===== src/bpwc_pkg.sv =====
// package for the bridge power and wake control block
// assumes one host clock domain; card wake and ring inputs arrive as raw levels
//
// Behaviour
// - hold-host-clock bit refuses host clock stop
// - busy engines or posted data keep clock
// - pending interrupt or running card clock refuses stop
// - card IREQ or CINT requests clock restart
// - wake, status-change or ring requests restart
// - card CCLKRUN or CREQ requests restart
// - clock-run signalling on multifunction pin six
// - idle socket card clock stopped via CCLKRUN
// - card output float also resets 16-bit card
// - auto powerdown floats when idle, no reset
// - suspend blocks resets and gates host clock
// - power switch clocked from pin or oscillator
// - serial interrupt needs host clock restarted first
// - registers kept through resets during suspend
// - suspend floats bus, gating waits for transaction
// - pins and ring output live during suspend
// - ring passes only with ring mask enable
// - card wake passes only with status mask
// - ring and power event need their enables
// - select zero: shared pin carries ring, or power event while ring output disabled
// - select one: power event shared, ring elsewhere
package bpwc_pkg;
   localparam int          NUM_SOCK       = 2;
   localparam int          SYNC_STAGES    = 2;
   // card clock idle time before stop request
   localparam int          CARD_IDLE_NS   = 1000;
   localparam int          CLK_PERIOD_NS  = 40;
   localparam int          CARD_IDLE_CYC  = (CARD_IDLE_NS + CLK_PERIOD_NS - 1) / CLK_PERIOD_NS;
   localparam int          CNT_W          = 8;
   localparam logic        PIN_SEL_SHARED = 1'b0;
   localparam logic        PIN_SEL_SPLIT  = 1'b1;
   localparam logic [1:0]  RING_ROUTE_TWO  = 2'h1;
   localparam logic [1:0]  RING_ROUTE_FOUR = 2'h2;
   localparam logic [CNT_W-1:0] CNT_RESET  = 8'h00;

   typedef enum logic [1:0] {
      BPWC_CC_RUN  = 2'b00,
      BPWC_CC_REQ  = 2'b01,
      BPWC_CC_STOP = 2'b11
   } bpwc_cclk_t;
endpackage


===== src/bpwc_top.sv =====
// host clock-run, suspend and ring/wake routing for two sockets
// assumes all inputs synchronous to core_clk except card wake and ring
`timescale 1ns/1ps
module bpwc_top (
   input  wire logic                          core_clk,
   input  wire logic                          rst_n,
   input  wire logic                          hold_host_clock,
   input  wire logic                          res16_busy,
   input  wire logic                          cb_master_busy,
   input  wire logic                          host_master_posted,
   input  wire logic                          irq_pending,
   input  wire logic                          clkrun_fn_select,
   input  wire logic                          host_clkrun_in,
   input  wire logic [bpwc_pkg::NUM_SOCK-1:0] card_ireq,
   input  wire logic [bpwc_pkg::NUM_SOCK-1:0] card_cint,
   input  wire logic [bpwc_pkg::NUM_SOCK-1:0] card_wake_event,
   input  wire logic [bpwc_pkg::NUM_SOCK-1:0] card_ring_in,
   input  wire logic [bpwc_pkg::NUM_SOCK-1:0] card_active,
   input  wire logic [bpwc_pkg::NUM_SOCK-1:0] cclkrun_in,
   input  wire logic [bpwc_pkg::NUM_SOCK-1:0] creq,
   input  wire logic [bpwc_pkg::NUM_SOCK-1:0] card_powered,
   input  wire logic [bpwc_pkg::NUM_SOCK-1:0] card_is_16bit,
   input  wire logic [bpwc_pkg::NUM_SOCK-1:0] card_output_float,
   input  wire logic [bpwc_pkg::NUM_SOCK-1:0] auto_card_powerdown,
   input  wire logic [bpwc_pkg::NUM_SOCK-1:0] ring_mask_enable,
   input  wire logic [bpwc_pkg::NUM_SOCK-1:0] status_change_mask,
   input  wire logic                          ring_out_enable,
   input  wire logic                          power_event_enable,
   input  wire logic                          power_event,
   input  wire logic                          ring_pin_select,
   input  wire logic [1:0]                    ring_route,
   input  wire logic                          suspend,
   input  wire logic                          bus_grant,
   input  wire logic                          bus_txn_active,
   input  wire logic                          host_reset_in,
   input  wire logic                          global_reset_in,
   output logic                               multifunction_pin_six_out,
   output logic                               multifunction_pin_six_oe_n,
   output logic                               host_clock_restart,
   output logic [bpwc_pkg::NUM_SOCK-1:0]      cclkrun_out,
   output logic [bpwc_pkg::NUM_SOCK-1:0]      cclkrun_oe_n,
   output logic [bpwc_pkg::NUM_SOCK-1:0]      cclk_stopped,
   output logic [bpwc_pkg::NUM_SOCK-1:0]      card_float,
   output logic [bpwc_pkg::NUM_SOCK-1:0]      card_reset,
   output logic                               host_clk_gate,
   output logic                               host_bus_float,
   output logic                               host_reset_eff,
   output logic                               global_reset_eff,
   output logic                               ring_wake_out,
   output logic                               multifunction_pin_two,
   output logic                               multifunction_pin_four
);
   logic [bpwc_pkg::NUM_SOCK-1:0] wake_s1_reg, wake_s2_reg, ring_s1_reg, ring_s2_reg;
   logic [bpwc_pkg::NUM_SOCK-1:0] wake_s2_next, ring_s2_next;
   logic                          refuse_stop;
   logic                          restart_req;
   logic                          drive_reg, drive_next;
   logic                          gate_reg, gate_next;
   logic                          ring_fn, ring_reg, ring_next;
   logic                          two_reg, two_next, four_reg, four_next;

   // ---------------------------------------------------------------
   // input synchronisers and socket managers
   // ---------------------------------------------------------------
   always_comb begin
      wake_s2_next = wake_s1_reg;
      ring_s2_next = ring_s1_reg;
   end

   always_ff @(posedge core_clk or negedge rst_n) begin
      if (!rst_n) begin
         wake_s1_reg <= '0;
         wake_s2_reg <= '0;
         ring_s1_reg <= '0;
         ring_s2_reg <= '0;
      end else begin
         wake_s1_reg <= card_wake_event;
         wake_s2_reg <= wake_s2_next;
         ring_s1_reg <= card_ring_in;
         ring_s2_reg <= ring_s2_next;
      end
   end

   genvar gi;
   generate
      for (gi = 0; gi < bpwc_pkg::NUM_SOCK; gi++) begin : g_sock
         bpwc_sock u_sock (
            .core_clk            (core_clk),
            .rst_n               (rst_n),
            .card_active         (card_active[gi]),
            .cclkrun_in          (cclkrun_in[gi]),
            .creq                (creq[gi]),
            .card_output_float   (card_output_float[gi]),
            .auto_card_powerdown (auto_card_powerdown[gi]),
            .cclk_stopped        (cclk_stopped[gi]),
            .cclkrun_out         (cclkrun_out[gi]),
            .cclkrun_oe_n        (cclkrun_oe_n[gi]),
            .card_float          (card_float[gi]),
            .card_reset          (card_reset[gi])
         );
      end
   endgenerate

   // ---------------------------------------------------------------
   // host clock-run
   // ---------------------------------------------------------------
   // status-change over serial interrupts also raises a restart first
   always_comb begin
      refuse_stop = hold_host_clock
                 || res16_busy || cb_master_busy || host_master_posted
                 || irq_pending || !(&cclk_stopped);
      restart_req = (|card_ireq) || (|card_cint)
                 || (|wake_s2_reg) || (|ring_s2_reg)
                 || (|(~cclkrun_in)) || (|creq);
      // assert clkrun (low) to refuse a stop the central resource probes, or to restart
      drive_next  = clkrun_fn_select && ((host_clkrun_in && refuse_stop) || restart_req);
   end

   always_ff @(posedge core_clk or negedge rst_n) begin
      if (!rst_n) begin
         drive_reg <= 1'b0;
      end else begin
         drive_reg <= drive_next;
      end
   end

   assign multifunction_pin_six_out  = 1'b0;
   assign multifunction_pin_six_oe_n = !drive_reg;
   assign host_clock_restart         = drive_reg;

   // ---------------------------------------------------------------
   // suspend
   // ---------------------------------------------------------------
   // power switch runs on its own clock outside this block
   always_comb begin
      gate_next = suspend && !(gate_reg == 1'b0 && bus_grant && bus_txn_active);
   end

   always_ff @(posedge core_clk or negedge rst_n) begin
      if (!rst_n) begin
         gate_reg <= 1'b0;
      end else begin
         gate_reg <= gate_next;
      end
   end

   assign host_clk_gate    = gate_reg;
   assign host_bus_float   = suspend;
   assign host_reset_eff   = host_reset_in && !suspend;
   assign global_reset_eff = global_reset_in && !suspend;

   // ---------------------------------------------------------------
   // ring and wake routing, kept live in suspend
   // ---------------------------------------------------------------
   always_comb begin
      ring_fn    = ring_out_enable &&
                   (|(ring_s2_reg & ring_mask_enable & card_powered & card_is_16bit)
                 || |(wake_s2_reg & status_change_mask));
      two_next   = 1'b0;
      four_next  = 1'b0;
      if (ring_pin_select == bpwc_pkg::PIN_SEL_SHARED) begin
         // ring wins the shared pin whenever enabled
         ring_next = ring_out_enable ? ring_fn : (power_event_enable && power_event);
      end else begin
         ring_next = power_event_enable && power_event;
         two_next  = ring_fn && (ring_route == bpwc_pkg::RING_ROUTE_TWO);
         four_next = ring_fn && (ring_route == bpwc_pkg::RING_ROUTE_FOUR);
      end
   end

   always_ff @(posedge core_clk or negedge rst_n) begin
      if (!rst_n) begin
         ring_reg <= 1'b0;
         two_reg  <= 1'b0;
         four_reg <= 1'b0;
      end else begin
         ring_reg <= ring_next;
         two_reg  <= two_next;
         four_reg <= four_next;
      end
   end

   assign ring_wake_out          = ring_reg;
   assign multifunction_pin_two  = two_reg;
   assign multifunction_pin_four = four_reg;

   // ---------------------------------------------------------------
   // checks
   // ---------------------------------------------------------------
   AST_HOLD_CLOCK: assert property (@(posedge core_clk) disable iff (!rst_n)
      (clkrun_fn_select && hold_host_clock && host_clkrun_in) |=> !multifunction_pin_six_oe_n)
      else $error("hold bit did not refuse stop");
   AST_BUSY_KEEP: assert property (@(posedge core_clk) disable iff (!rst_n)
      (clkrun_fn_select && host_clkrun_in && (res16_busy || cb_master_busy || host_master_posted))
      |=> host_clock_restart)
      else $error("busy did not keep clock");
   AST_IRQ_KEEP: assert property (@(posedge core_clk) disable iff (!rst_n)
      (clkrun_fn_select && host_clkrun_in && (irq_pending || !(&cclk_stopped)))
      |=> host_clock_restart)
      else $error("pending work did not keep clock");
   AST_IREQ_RESTART: assert property (@(posedge core_clk) disable iff (!rst_n)
      (clkrun_fn_select && (|card_ireq || |card_cint)) |=> host_clock_restart)
      else $error("card interrupt did not restart clock");
   AST_WAKE_RESTART: assert property (@(posedge core_clk) disable iff (!rst_n)
      (clkrun_fn_select && |card_wake_event)[*3] |=> host_clock_restart)
      else $error("wake did not restart clock");
   AST_CREQ_RESTART: assert property (@(posedge core_clk) disable iff (!rst_n)
      (clkrun_fn_select && |creq) |=> host_clock_restart)
      else $error("card request did not restart clock");
   AST_NO_SELECT: assert property (@(posedge core_clk) disable iff (!rst_n)
      !clkrun_fn_select |=> multifunction_pin_six_oe_n)
      else $error("pin six driven while not selected");
   AST_SUSP_RESET: assert property (@(posedge core_clk) disable iff (!rst_n)
      suspend |-> !host_reset_eff && !global_reset_eff && host_bus_float)
      else $error("reset passed during suspend");
   AST_GATE_DELAY: assert property (@(posedge core_clk) disable iff (!rst_n)
      (!gate_reg && suspend && bus_grant && bus_txn_active) |=> !host_clk_gate)
      else $error("gate during transaction");
   AST_GATE_SET: assert property (@(posedge core_clk) disable iff (!rst_n)
      (suspend && !bus_txn_active)[*2] |-> host_clk_gate)
      else $error("host clock not gated");
   AST_SHARED_RING: assert property (@(posedge core_clk) disable iff (!rst_n)
      (ring_pin_select == bpwc_pkg::PIN_SEL_SHARED && ring_out_enable && !ring_fn)
      |=> !ring_wake_out)
      else $error("power event leaked onto shared ring pin");
   AST_SPLIT_PME: assert property (@(posedge core_clk) disable iff (!rst_n)
      (ring_pin_select == bpwc_pkg::PIN_SEL_SPLIT)
      |=> ring_wake_out == $past(power_event_enable && power_event))
      else $error("power event not on shared pin");
   AST_RING_MASK: assert property (@(posedge core_clk) disable iff (!rst_n)
      (ring_mask_enable == '0 && status_change_mask == '0) |=> !two_reg && !four_reg)
      else $error("masked ring passed");

   COV_RESTART:  cover property (@(posedge core_clk) disable iff (!rst_n) $rose(host_clock_restart));
   COV_SUSPEND:  cover property (@(posedge core_clk) disable iff (!rst_n) $rose(host_clk_gate));
   COV_RING:     cover property (@(posedge core_clk) disable iff (!rst_n) $rose(ring_wake_out));
   COV_RING_TWO: cover property (@(posedge core_clk) disable iff (!rst_n) $rose(multifunction_pin_two));
endmodule


===== src/bpwc_sock.sv =====
// per-socket card clock manager and card power-down control
// assumes card inputs already synchronised to core_clk
`timescale 1ns/1ps
module bpwc_sock (
   input  wire logic core_clk,
   input  wire logic rst_n,
   input  wire logic card_active,
   input  wire logic cclkrun_in,
   input  wire logic creq,
   input  wire logic card_output_float,
   input  wire logic auto_card_powerdown,
   output logic      cclk_stopped,
   output logic      cclkrun_out,
   output logic      cclkrun_oe_n,
   output logic      card_float,
   output logic      card_reset
);
   bpwc_pkg::bpwc_cclk_t        st_reg, st_next;
   logic [bpwc_pkg::CNT_W-1:0]  cnt_reg, cnt_next;
   logic                        flt_reg, flt_next;
   logic                        rst_reg, rst_next;

   // ---------------------------------------------------------------
   // card clock-run negotiation
   // ---------------------------------------------------------------
   always_comb begin
      st_next  = st_reg;
      cnt_next = cnt_reg;
      unique case (st_reg)
         bpwc_pkg::BPWC_CC_RUN: begin
            if (card_active || creq) begin
               cnt_next = bpwc_pkg::CNT_RESET;
            end else if (cnt_reg == bpwc_pkg::CARD_IDLE_CYC[bpwc_pkg::CNT_W-1:0]) begin
               st_next = bpwc_pkg::BPWC_CC_REQ;
            end else begin
               cnt_next = cnt_reg + 8'h01;
            end
         end
         bpwc_pkg::BPWC_CC_REQ: begin
            // card holds cclkrun low to refuse the stop
            if (card_active || creq || !cclkrun_in) begin
               st_next  = bpwc_pkg::BPWC_CC_RUN;
               cnt_next = bpwc_pkg::CNT_RESET;
            end else begin
               st_next = bpwc_pkg::BPWC_CC_STOP;
            end
         end
         bpwc_pkg::BPWC_CC_STOP: begin
            if (card_active || creq || !cclkrun_in) begin
               st_next  = bpwc_pkg::BPWC_CC_RUN;
               cnt_next = bpwc_pkg::CNT_RESET;
            end
         end
         default: st_next = bpwc_pkg::BPWC_CC_RUN;
      endcase
   end

   // ---------------------------------------------------------------
   // 16-bit card float and reset
   // ---------------------------------------------------------------
   always_comb begin
      flt_next = card_output_float || (auto_card_powerdown && !card_active);
      rst_next = card_output_float;
   end

   always_ff @(posedge core_clk or negedge rst_n) begin
      if (!rst_n) begin
         st_reg  <= bpwc_pkg::BPWC_CC_RUN;
         cnt_reg <= bpwc_pkg::CNT_RESET;
         flt_reg <= 1'b0;
         rst_reg <= 1'b0;
      end else begin
         st_reg  <= st_next;
         cnt_reg <= cnt_next;
         flt_reg <= flt_next;
         rst_reg <= rst_next;
      end
   end

   assign cclk_stopped = (st_reg == bpwc_pkg::BPWC_CC_STOP);
   // drive cclkrun high during the stop request, else release
   assign cclkrun_out  = 1'b1;
   assign cclkrun_oe_n = (st_reg != bpwc_pkg::BPWC_CC_REQ);
   assign card_float   = flt_reg;
   assign card_reset   = rst_reg;

   AST_FLOAT_RESET: assert property (@(posedge core_clk) disable iff (!rst_n)
      card_output_float |=> card_float && card_reset)
      else $error("card output float did not float and reset");
   AST_AUTO_NORESET: assert property (@(posedge core_clk) disable iff (!rst_n)
      (auto_card_powerdown && !card_output_float && !card_active) |=> card_float && !card_reset)
      else $error("auto powerdown misbehaved");
   AST_IDLE_STOP: assert property (@(posedge core_clk) disable iff (!rst_n)
      (st_reg == bpwc_pkg::BPWC_CC_REQ && !card_active && !creq && cclkrun_in)
      |=> cclk_stopped)
      else $error("idle card clock not stopped");
   COV_CARD_STOP: cover property (@(posedge core_clk) disable iff (!rst_n) $rose(cclk_stopped));
endmodule


===== config.mk =====
export PLATFORM = sky130hd
export DESIGN_NAME = bpwc_top
export DESIGN_NICKNAME = d
export VERILOG_FILES = /design/src/bpwc_pkg.sv /design/src/bpwc_top.sv /design/src/bpwc_sock.sv
export SDC_FILE = /design/constraint.sdc
export NUM_CORES = 1
export LEC_CHECK = 0
export BUFFER_PORTS_ARGS = -buffer_cell sky130_fd_sc_hd__buf_2
export CORE_ASPECT_RATIO = 0.7
export CORE_UTILIZATION = 44
export DETAILED_ROUTE_END_ITERATION = 10
export HOLD_SLACK_MARGIN = 0.02
export MAX_ROUTING_LAYER = met4
export PLACE_DENSITY = 0.86
export SLEW_MARGIN = 20
export SYNTH_ARGS = -nofsm -noshare
export SYNTH_HDL_FRONTEND = slang
export SYNTH_SLANG_ARGS = --single-unit

===== constraint.sdc =====
create_clock -name core_clk -period 1.61 [get_ports core_clk]
set_clock_uncertainty 0.05 [all_clocks]
set_input_delay 0.4025 -clock core_clk [delete_from_list [all_inputs] [get_ports core_clk]]
set_output_delay 0.4025 -clock core_clk [all_outputs]
set_load 0.05 [all_outputs]

==> impl_metrics.toml, run 1 <==
[logic_synthesis]
synth_area_um2 = 1805
syn-instance-count = 172
synth_flop_cell = "dfrtp_1"
synth_cell_types = 46
synthTopCellsByArea = "dfrtp_1 51%, buf_4 5.0%, inv_1 2.9%"
yosysTopAreaCell = "dfrtp_1"
synth_edf_count = 0
ys_seq_area_share_pct = 51.28
syn_area_per_cell_um2 = 10.50
synth_top_area_share_pct = 51.28
synthArstFlopShare_pct = 100.0
synth_seq_cells = 37
ys_warn_count = 0

[route]
antenna_left = 0
wl_um = 4429
viasPerCell = 5.431
wl_per_cell_um = 14.57
drt_iter0_markers = 59
drc = 0
drt-pass1-iter-count = 4
via_count = 1651

[clock_network]
clock_latency_ns = 0.29
cts_made_buffers = 5
cts_tree = "yes"
clk_path_buf_depth = 2
clkSinkCount = 37
cts_htree_levels = 2
clockRootBuffer = "clkbuf_8"
path_clk_slew_ns = 0.08

[final_layout]
largest_reg_flops = 16
final_cell_mix = "59 x buf_2, 36 x dfrtp_1, 24 x buf_4, 13 x inv_1, 12 x nand2_1"
layout_commonest_cell = "buf_2"
layout.cells.non_filler = 304
syn_to_final_growth_pct = 38.39
nets = 301
final_layout_size_suffix_gt1_share_pct = 44.44
diodes = 0

[floorplanning]
start_util_pct = 46.03
rows = 19
core-area_um2 = 3923
die_area_um2 = 4368
die_height_um = 55.60
die_w_um = 78.57
io-pin-count = 66

[timing]
slew_headroom_pct = 64.97
fmax_ghz = 0.6017
hold_viol = 0
worst_pin_slew_ns = 0.5254
rsz0062_at_grt = "yes"
period_needed_ns = 1.662
setup_viol = 6
fin_tns_setup_ns = -0.1138
drv_slew = 0
finalWorstSetupSlack_ns = -0.05195
fin_crit_sh_pct = 103.2

[global_routing]
grt_pass1_wl_um = 6686
grt_pass1_vias = 1491
grt_usage_pct = 20.72
grt_antenna_before_repair = 0
grt.overflow.total = 0
grt_max_degree = 38

[setup_path]
worst-endpoint-required_ns = 1.74
crit_path_start_kind = "flip-flop"
worst_setup_path_end_kind = "flip-flop"
path_class = "reg2reg"
cp.arrival_ns = 1.79
path_max_fanout = 2

[power_and_ir_drop]
power.density_nw_per_um2 = 910.3
p_leak_nw = 1.227
finalPower_mw = 2.274
ir_worst_vdd_uv = 501.1

[status]
failed_checks = "negative setup slack"
status = "finished, violations left"

[placement]
place_ws_ns = -0.1151
gp_congestion = 0.8480
hpwlAfterDp_um = 2984
dp.cells = 292
port_buffers = 62

[hold_path]
min_path_type = "in2async"

[job]
max_cap_viol_count = 0
==> synth_stat cells (2+ instances only) <==
cell type	count
a21o_1	2
ha_1	4
o31ai_1	3
nand4_1	3
inv_1	14
nand2_1	12
nor4b_1	2
nand2b_1	2
mux2i_1	2
a21oi_1	7
o21ai_0	3
nor3_1	3
a41oi_1	4
a31oi_1	7
nor4_1	4
and3_1	4
nand3_1	7
o21a_1	4
conb_1	2
buf_4	12
nor2_1	2
and2_1	2
nor2b_1	3
o22ai_1	2
dfrtp_1	37
o211ai_1	2
or3_1	4
==> where the power goes <==
| part | internal [mW] | switching (mW) |
|---|---|---|
| combinational | 0.127 | 0.191 |
| clock | 0.624 | 0.347 |
| sequential | 0.965 | 0.0210 |
| total | 1.72 | 0.559 |
==> routing by layer <==
metal  wire length [um]  vias up  global-route usage, %
met5                  0        -                      -
met4                153        0                  9.524
met3                281       18                  5.082
met2               2187       86                  30.93
met1               1807      774                  26.77
li1                   -      773                      -
==> critical path, stage by stage, from the launching register on <==
cell	delay, ns
dfrtp_1	0.39
or3_4	0.39
or2_1	0.23
o21ba_1	0.20
a221o_1	0.29
==> stage by stage <==
stage	hold WS (ns)	utilization, %	area [um2]
floorplan	0.05691	-	1809
global placement	0.2823	56.75	2226
detailed placement	0.2957	56.75	2226
CTS	0.1089	61.24	2402
global route	0.1292	63.70	2499
finish	0.09345	63.70	2499
==> path summary, 6_finish.rpt <==
path                            slack (ns)  cells after the start                         from                          end
worst min register to register        0.30                      0               ring_s1_reg[1]               ring_s2_reg[1]
worst max register to register       -0.05                      4  g_sock[1].u_sock.cnt_reg[6]  g_sock[1].u_sock.cnt_reg[7]
worst min-delay path                  0.09                      2                        rst_n  g_sock[0].u_sock.cnt_reg[6]
max in group asynchronous             1.07                      2                        rst_n   g_sock[0].u_sock.st_reg[1]
worst max-delay path                 -0.05                      4  g_sock[1].u_sock.cnt_reg[6]  g_sock[1].u_sock.cnt_reg[7]
min in group core_clk                 0.17                      1              card_ring_in[1]               ring_s1_reg[1]
==> cell families (layout without fill, tap and decap cells) <==
kind of cell    count (synthesis)  count (layout)  synth area share [%]
compound gates                 44              44                 17.95
simple gates                   54              54                 17.53
fa+ha+maj                       4               4                 2.772
buf+inv                        29             108                 8.939
mux                             2               2                 1.109
flops                          37              37                 51.28
other cells                     2               3                0.4160
==> layout make-up <==
cell class	count	area [um2]
Timing Repair Buffer	86	513.0
Multi-Input combinational cell	107	803.3
Sequential cell	37	927.1
Tap cell	52	65.06
Fill cell	311	1424
Clock inverter	3	68.82
Inverter	14	52.55
Clock buffer	5	68.82
==> repair_timing <==
item / in CTS / in global routing
endpoints found under the setup margin: 14 / 18
pin swaps: 2 / 4
buffers inserted: 1 / 3
resized for setup: 8 / 17
hold buffers: 0 / 0
No activity file was read; power rests on OpenSTA's default activity.
==> run 2: changes to the inputs <==
==> constraint.sdc (replaced) <==
create_clock -name core_clk -period 1.61 [get_ports core_clk]
set_clock_uncertainty 0.05 [all_clocks]
set_input_delay 0.2415 -clock core_clk [delete_from_list [all_inputs] [get_ports core_clk]]
set_output_delay 0.2415 -clock core_clk [all_outputs]
set_load 0.05 [all_outputs]
==> run 2 against run 1 <==
The run still ends with negative setup slack left. Non-clock buffer count rose by 4. Worst hold slack got worse by 0.059 ns. Combinational power barely moved. Global-route usage rose by 0.28 points. Routed wire length fell by 4.3%.
==> impl_metrics.toml, run 2 (same netlist as run 1, synthesis figures left out) <==
[status]
status = "finished, violations left"
failed_checks = "negative setup slack"

[floorplanning]
io-pin-count = 66
die_height_um = 55.60
core-area_um2 = 3923
rows = 19
die_area_um2 = 4368
start_util_pct = 46.03
die_w_um = 78.57

[timing]
fin_tns_setup_ns = -0.3081
fmax_ghz = 0.5883
finalWorstSetupSlack_ns = -0.08972
worst_pin_slew_ns = 0.5178
fin_crit_sh_pct = 105.6
period_needed_ns = 1.700
slew_headroom_pct = 65.21
setup_viol = 9
drv_slew = 0
hold_viol = 0
rsz0062_at_grt = "yes"

[final_layout]
multi_input_area_um2 = 778.2
layout_commonest_cell = "buf_2"
final_cell_mix = "62 x buf_2, 37 x dfrtp_1, 22 x buf_4, 14 x inv_1, 12 x nand2_1"
largest_reg_flops = 16
seq_area_um2 = 925.9
syn_to_final_growth_pct = 35.41
fin_util_pct = 62.33
nets = 305
layout.cells.non_filler = 308
fill_cells = 325
final_layout_size_suffix_gt1_share_pct = 40.23
diodes = 0

[placement]
dp.cells = 293
gp_congestion = 0.8692
hpwlAfterDp_um = 3018
port_buffers = 62

[power_and_ir_drop]
power.density_nw_per_um2 = 788.2
p_leak_nw = 1.218
ir_worst_vdd_uv = 418.3

[clock_network]
clockRootBuffer = "clkbuf_8"
path_clk_slew_ns = 0.07
cts_htree_levels = 2
clock_latency_ns = 0.29
cts_made_buffers = 5
cts_tree = "yes"
clk_path_buf_depth = 2
clkSinkCount = 37

[route]
drt-pass1-iter-count = 4
viasPerCell = 5.172
antenna_left = 0
drt_iter0_markers = 95
wl_um = 4239
via_count = 1593
drc = 0
wl_per_cell_um = 13.76

[hold_path]
hp-start = "card_output_float[0]"
min_path_type = "in2reg"
hold_path_depth = 1
hold_end = "g_sock[0].u_sock.card_reset"

[setup_path]
worst_setup_path_end_kind = "flip-flop"
r2r_slack_ns = -0.09
path_class = "reg2reg"
crit_path_start_kind = "flip-flop"
timing.rr.start = "g_sock[1].u_sock.cnt_reg[5]"
r2r-end = "g_sock[1].u_sock.cnt_reg[7]"
cp.arrival_ns = 1.82
path_max_fanout = 2
ff2ff_path_depth = 4
worst-endpoint-required_ns = 1.73

[global_routing]
grt_pass1_wl_um = 6699
grt.overflow.total = 0
grt_antenna_before_repair = 0
grt_pass1_vias = 1491
grt_max_degree = 38
grt_usage_pct = 21.00

[job]
max_cap_viol_count = 0
==> run 2: cell types whose count changed in the layout (fill, tap and decap cells not counted), moves of 2 or more <==
| cell | before | now |
|---|---|---|
| buf_2 | 59 | 62 |
| bufinv_16 | 2 | 0 |
| buf_4 | 24 | 22 |
| clkinv_2 | 0 | 2 |
| dlygate4sd3_1 | 0 | 5 |
| a21oi_1 | 5 | 7 |
| a21oi_2 | 2 | 0 |
==> run 2: power breakdown <==
| group | internal [mW] | switching, mW | total, mW |
|---|---|---|---|
| registers | 0.966 | 0.0214 | 0.987 |
| logic | 0.129 | 0.186 | 0.315 |
| clock network | 0.298 | 0.327 | 0.625 |
| total | 1.39 | 0.534 | 1.93 |
==> run 2: repair_timing <==
item / 4_1_cts / 5_1_grt
gates cloned: 0 / 0
buffers inserted: 1 / 1
endpoints found under the setup margin: 10 / 16
hold endpoints to repair: 41 / 0
resized for setup: 1 / 10
pin swaps: 1 / 7
hold buffers: 5 / 0
==> run 2: per-layer routing <==
| metal | vias up | wire (um) | GRT usage (%) |
|---|---|---|---|
| li1 | 781 | - | - |
| met1 | 746 | 1901 | 27.86 |
| met2 | 57 | 2065 | 30.31 |
| met3 | 9 | 180 | 5.082 |
| met4 | 0 | 91 | 10.05 |
| met5 | - | 0 | - |
==> run 2: critical path, cell delays in order (launching register included) <==
cell	delay (ns)
dfrtp_1	0.38
or3_4	0.40
or2_4	0.26
o21ba_4	0.20
a221o_1	0.28
==> run 2: cell type report <==
cell class                 instances  area share [%]
timing repair buffer              90           21.96
inverter                          14           2.149
clock buffer                       5           2.815
multi-input combinational        107           31.83
clock inverter                     3          0.7165
tap                               52           2.661
sequential                        37           37.87
==> run 2: per-stage QoR <==
stage	hold WS (ns)	instance area, um2	setup slack (ns)	total power [mW]
floorplan	-0.1041	1809	-0.1405	1.165
global placement	0.2537	2233	0.002385	1.287
detailed placement	0.2530	2233	-0.05365	1.295
CTS	0.02733	2382	-0.04311	1.927
global route	0.02013	2445	-0.1412	2.016
finish	0.03465	2445	-0.08972	1.927
==> run 2: how the worst max path moves through the flow <==
stage	start	to	depth (start not counted)
floorplan	g_sock[1].u_sock.cnt_reg[6]	g_sock[1].u_sock.cnt_reg[7]	5
global placement	g_sock[1].u_sock.cnt_reg[6]	g_sock[1].u_sock.cnt_reg[7]	4
detailed placement	g_sock[1].u_sock.cnt_reg[6]	g_sock[1].u_sock.cnt_reg[7]	4
CTS	g_sock[1].u_sock.cnt_reg[6]	g_sock[1].u_sock.cnt_reg[5]	5
global route	g_sock[1].u_sock.cnt_reg[5]	g_sock[1].u_sock.cnt_reg[5]	5
finish	g_sock[1].u_sock.cnt_reg[5]	g_sock[1].u_sock.cnt_reg[7]	4
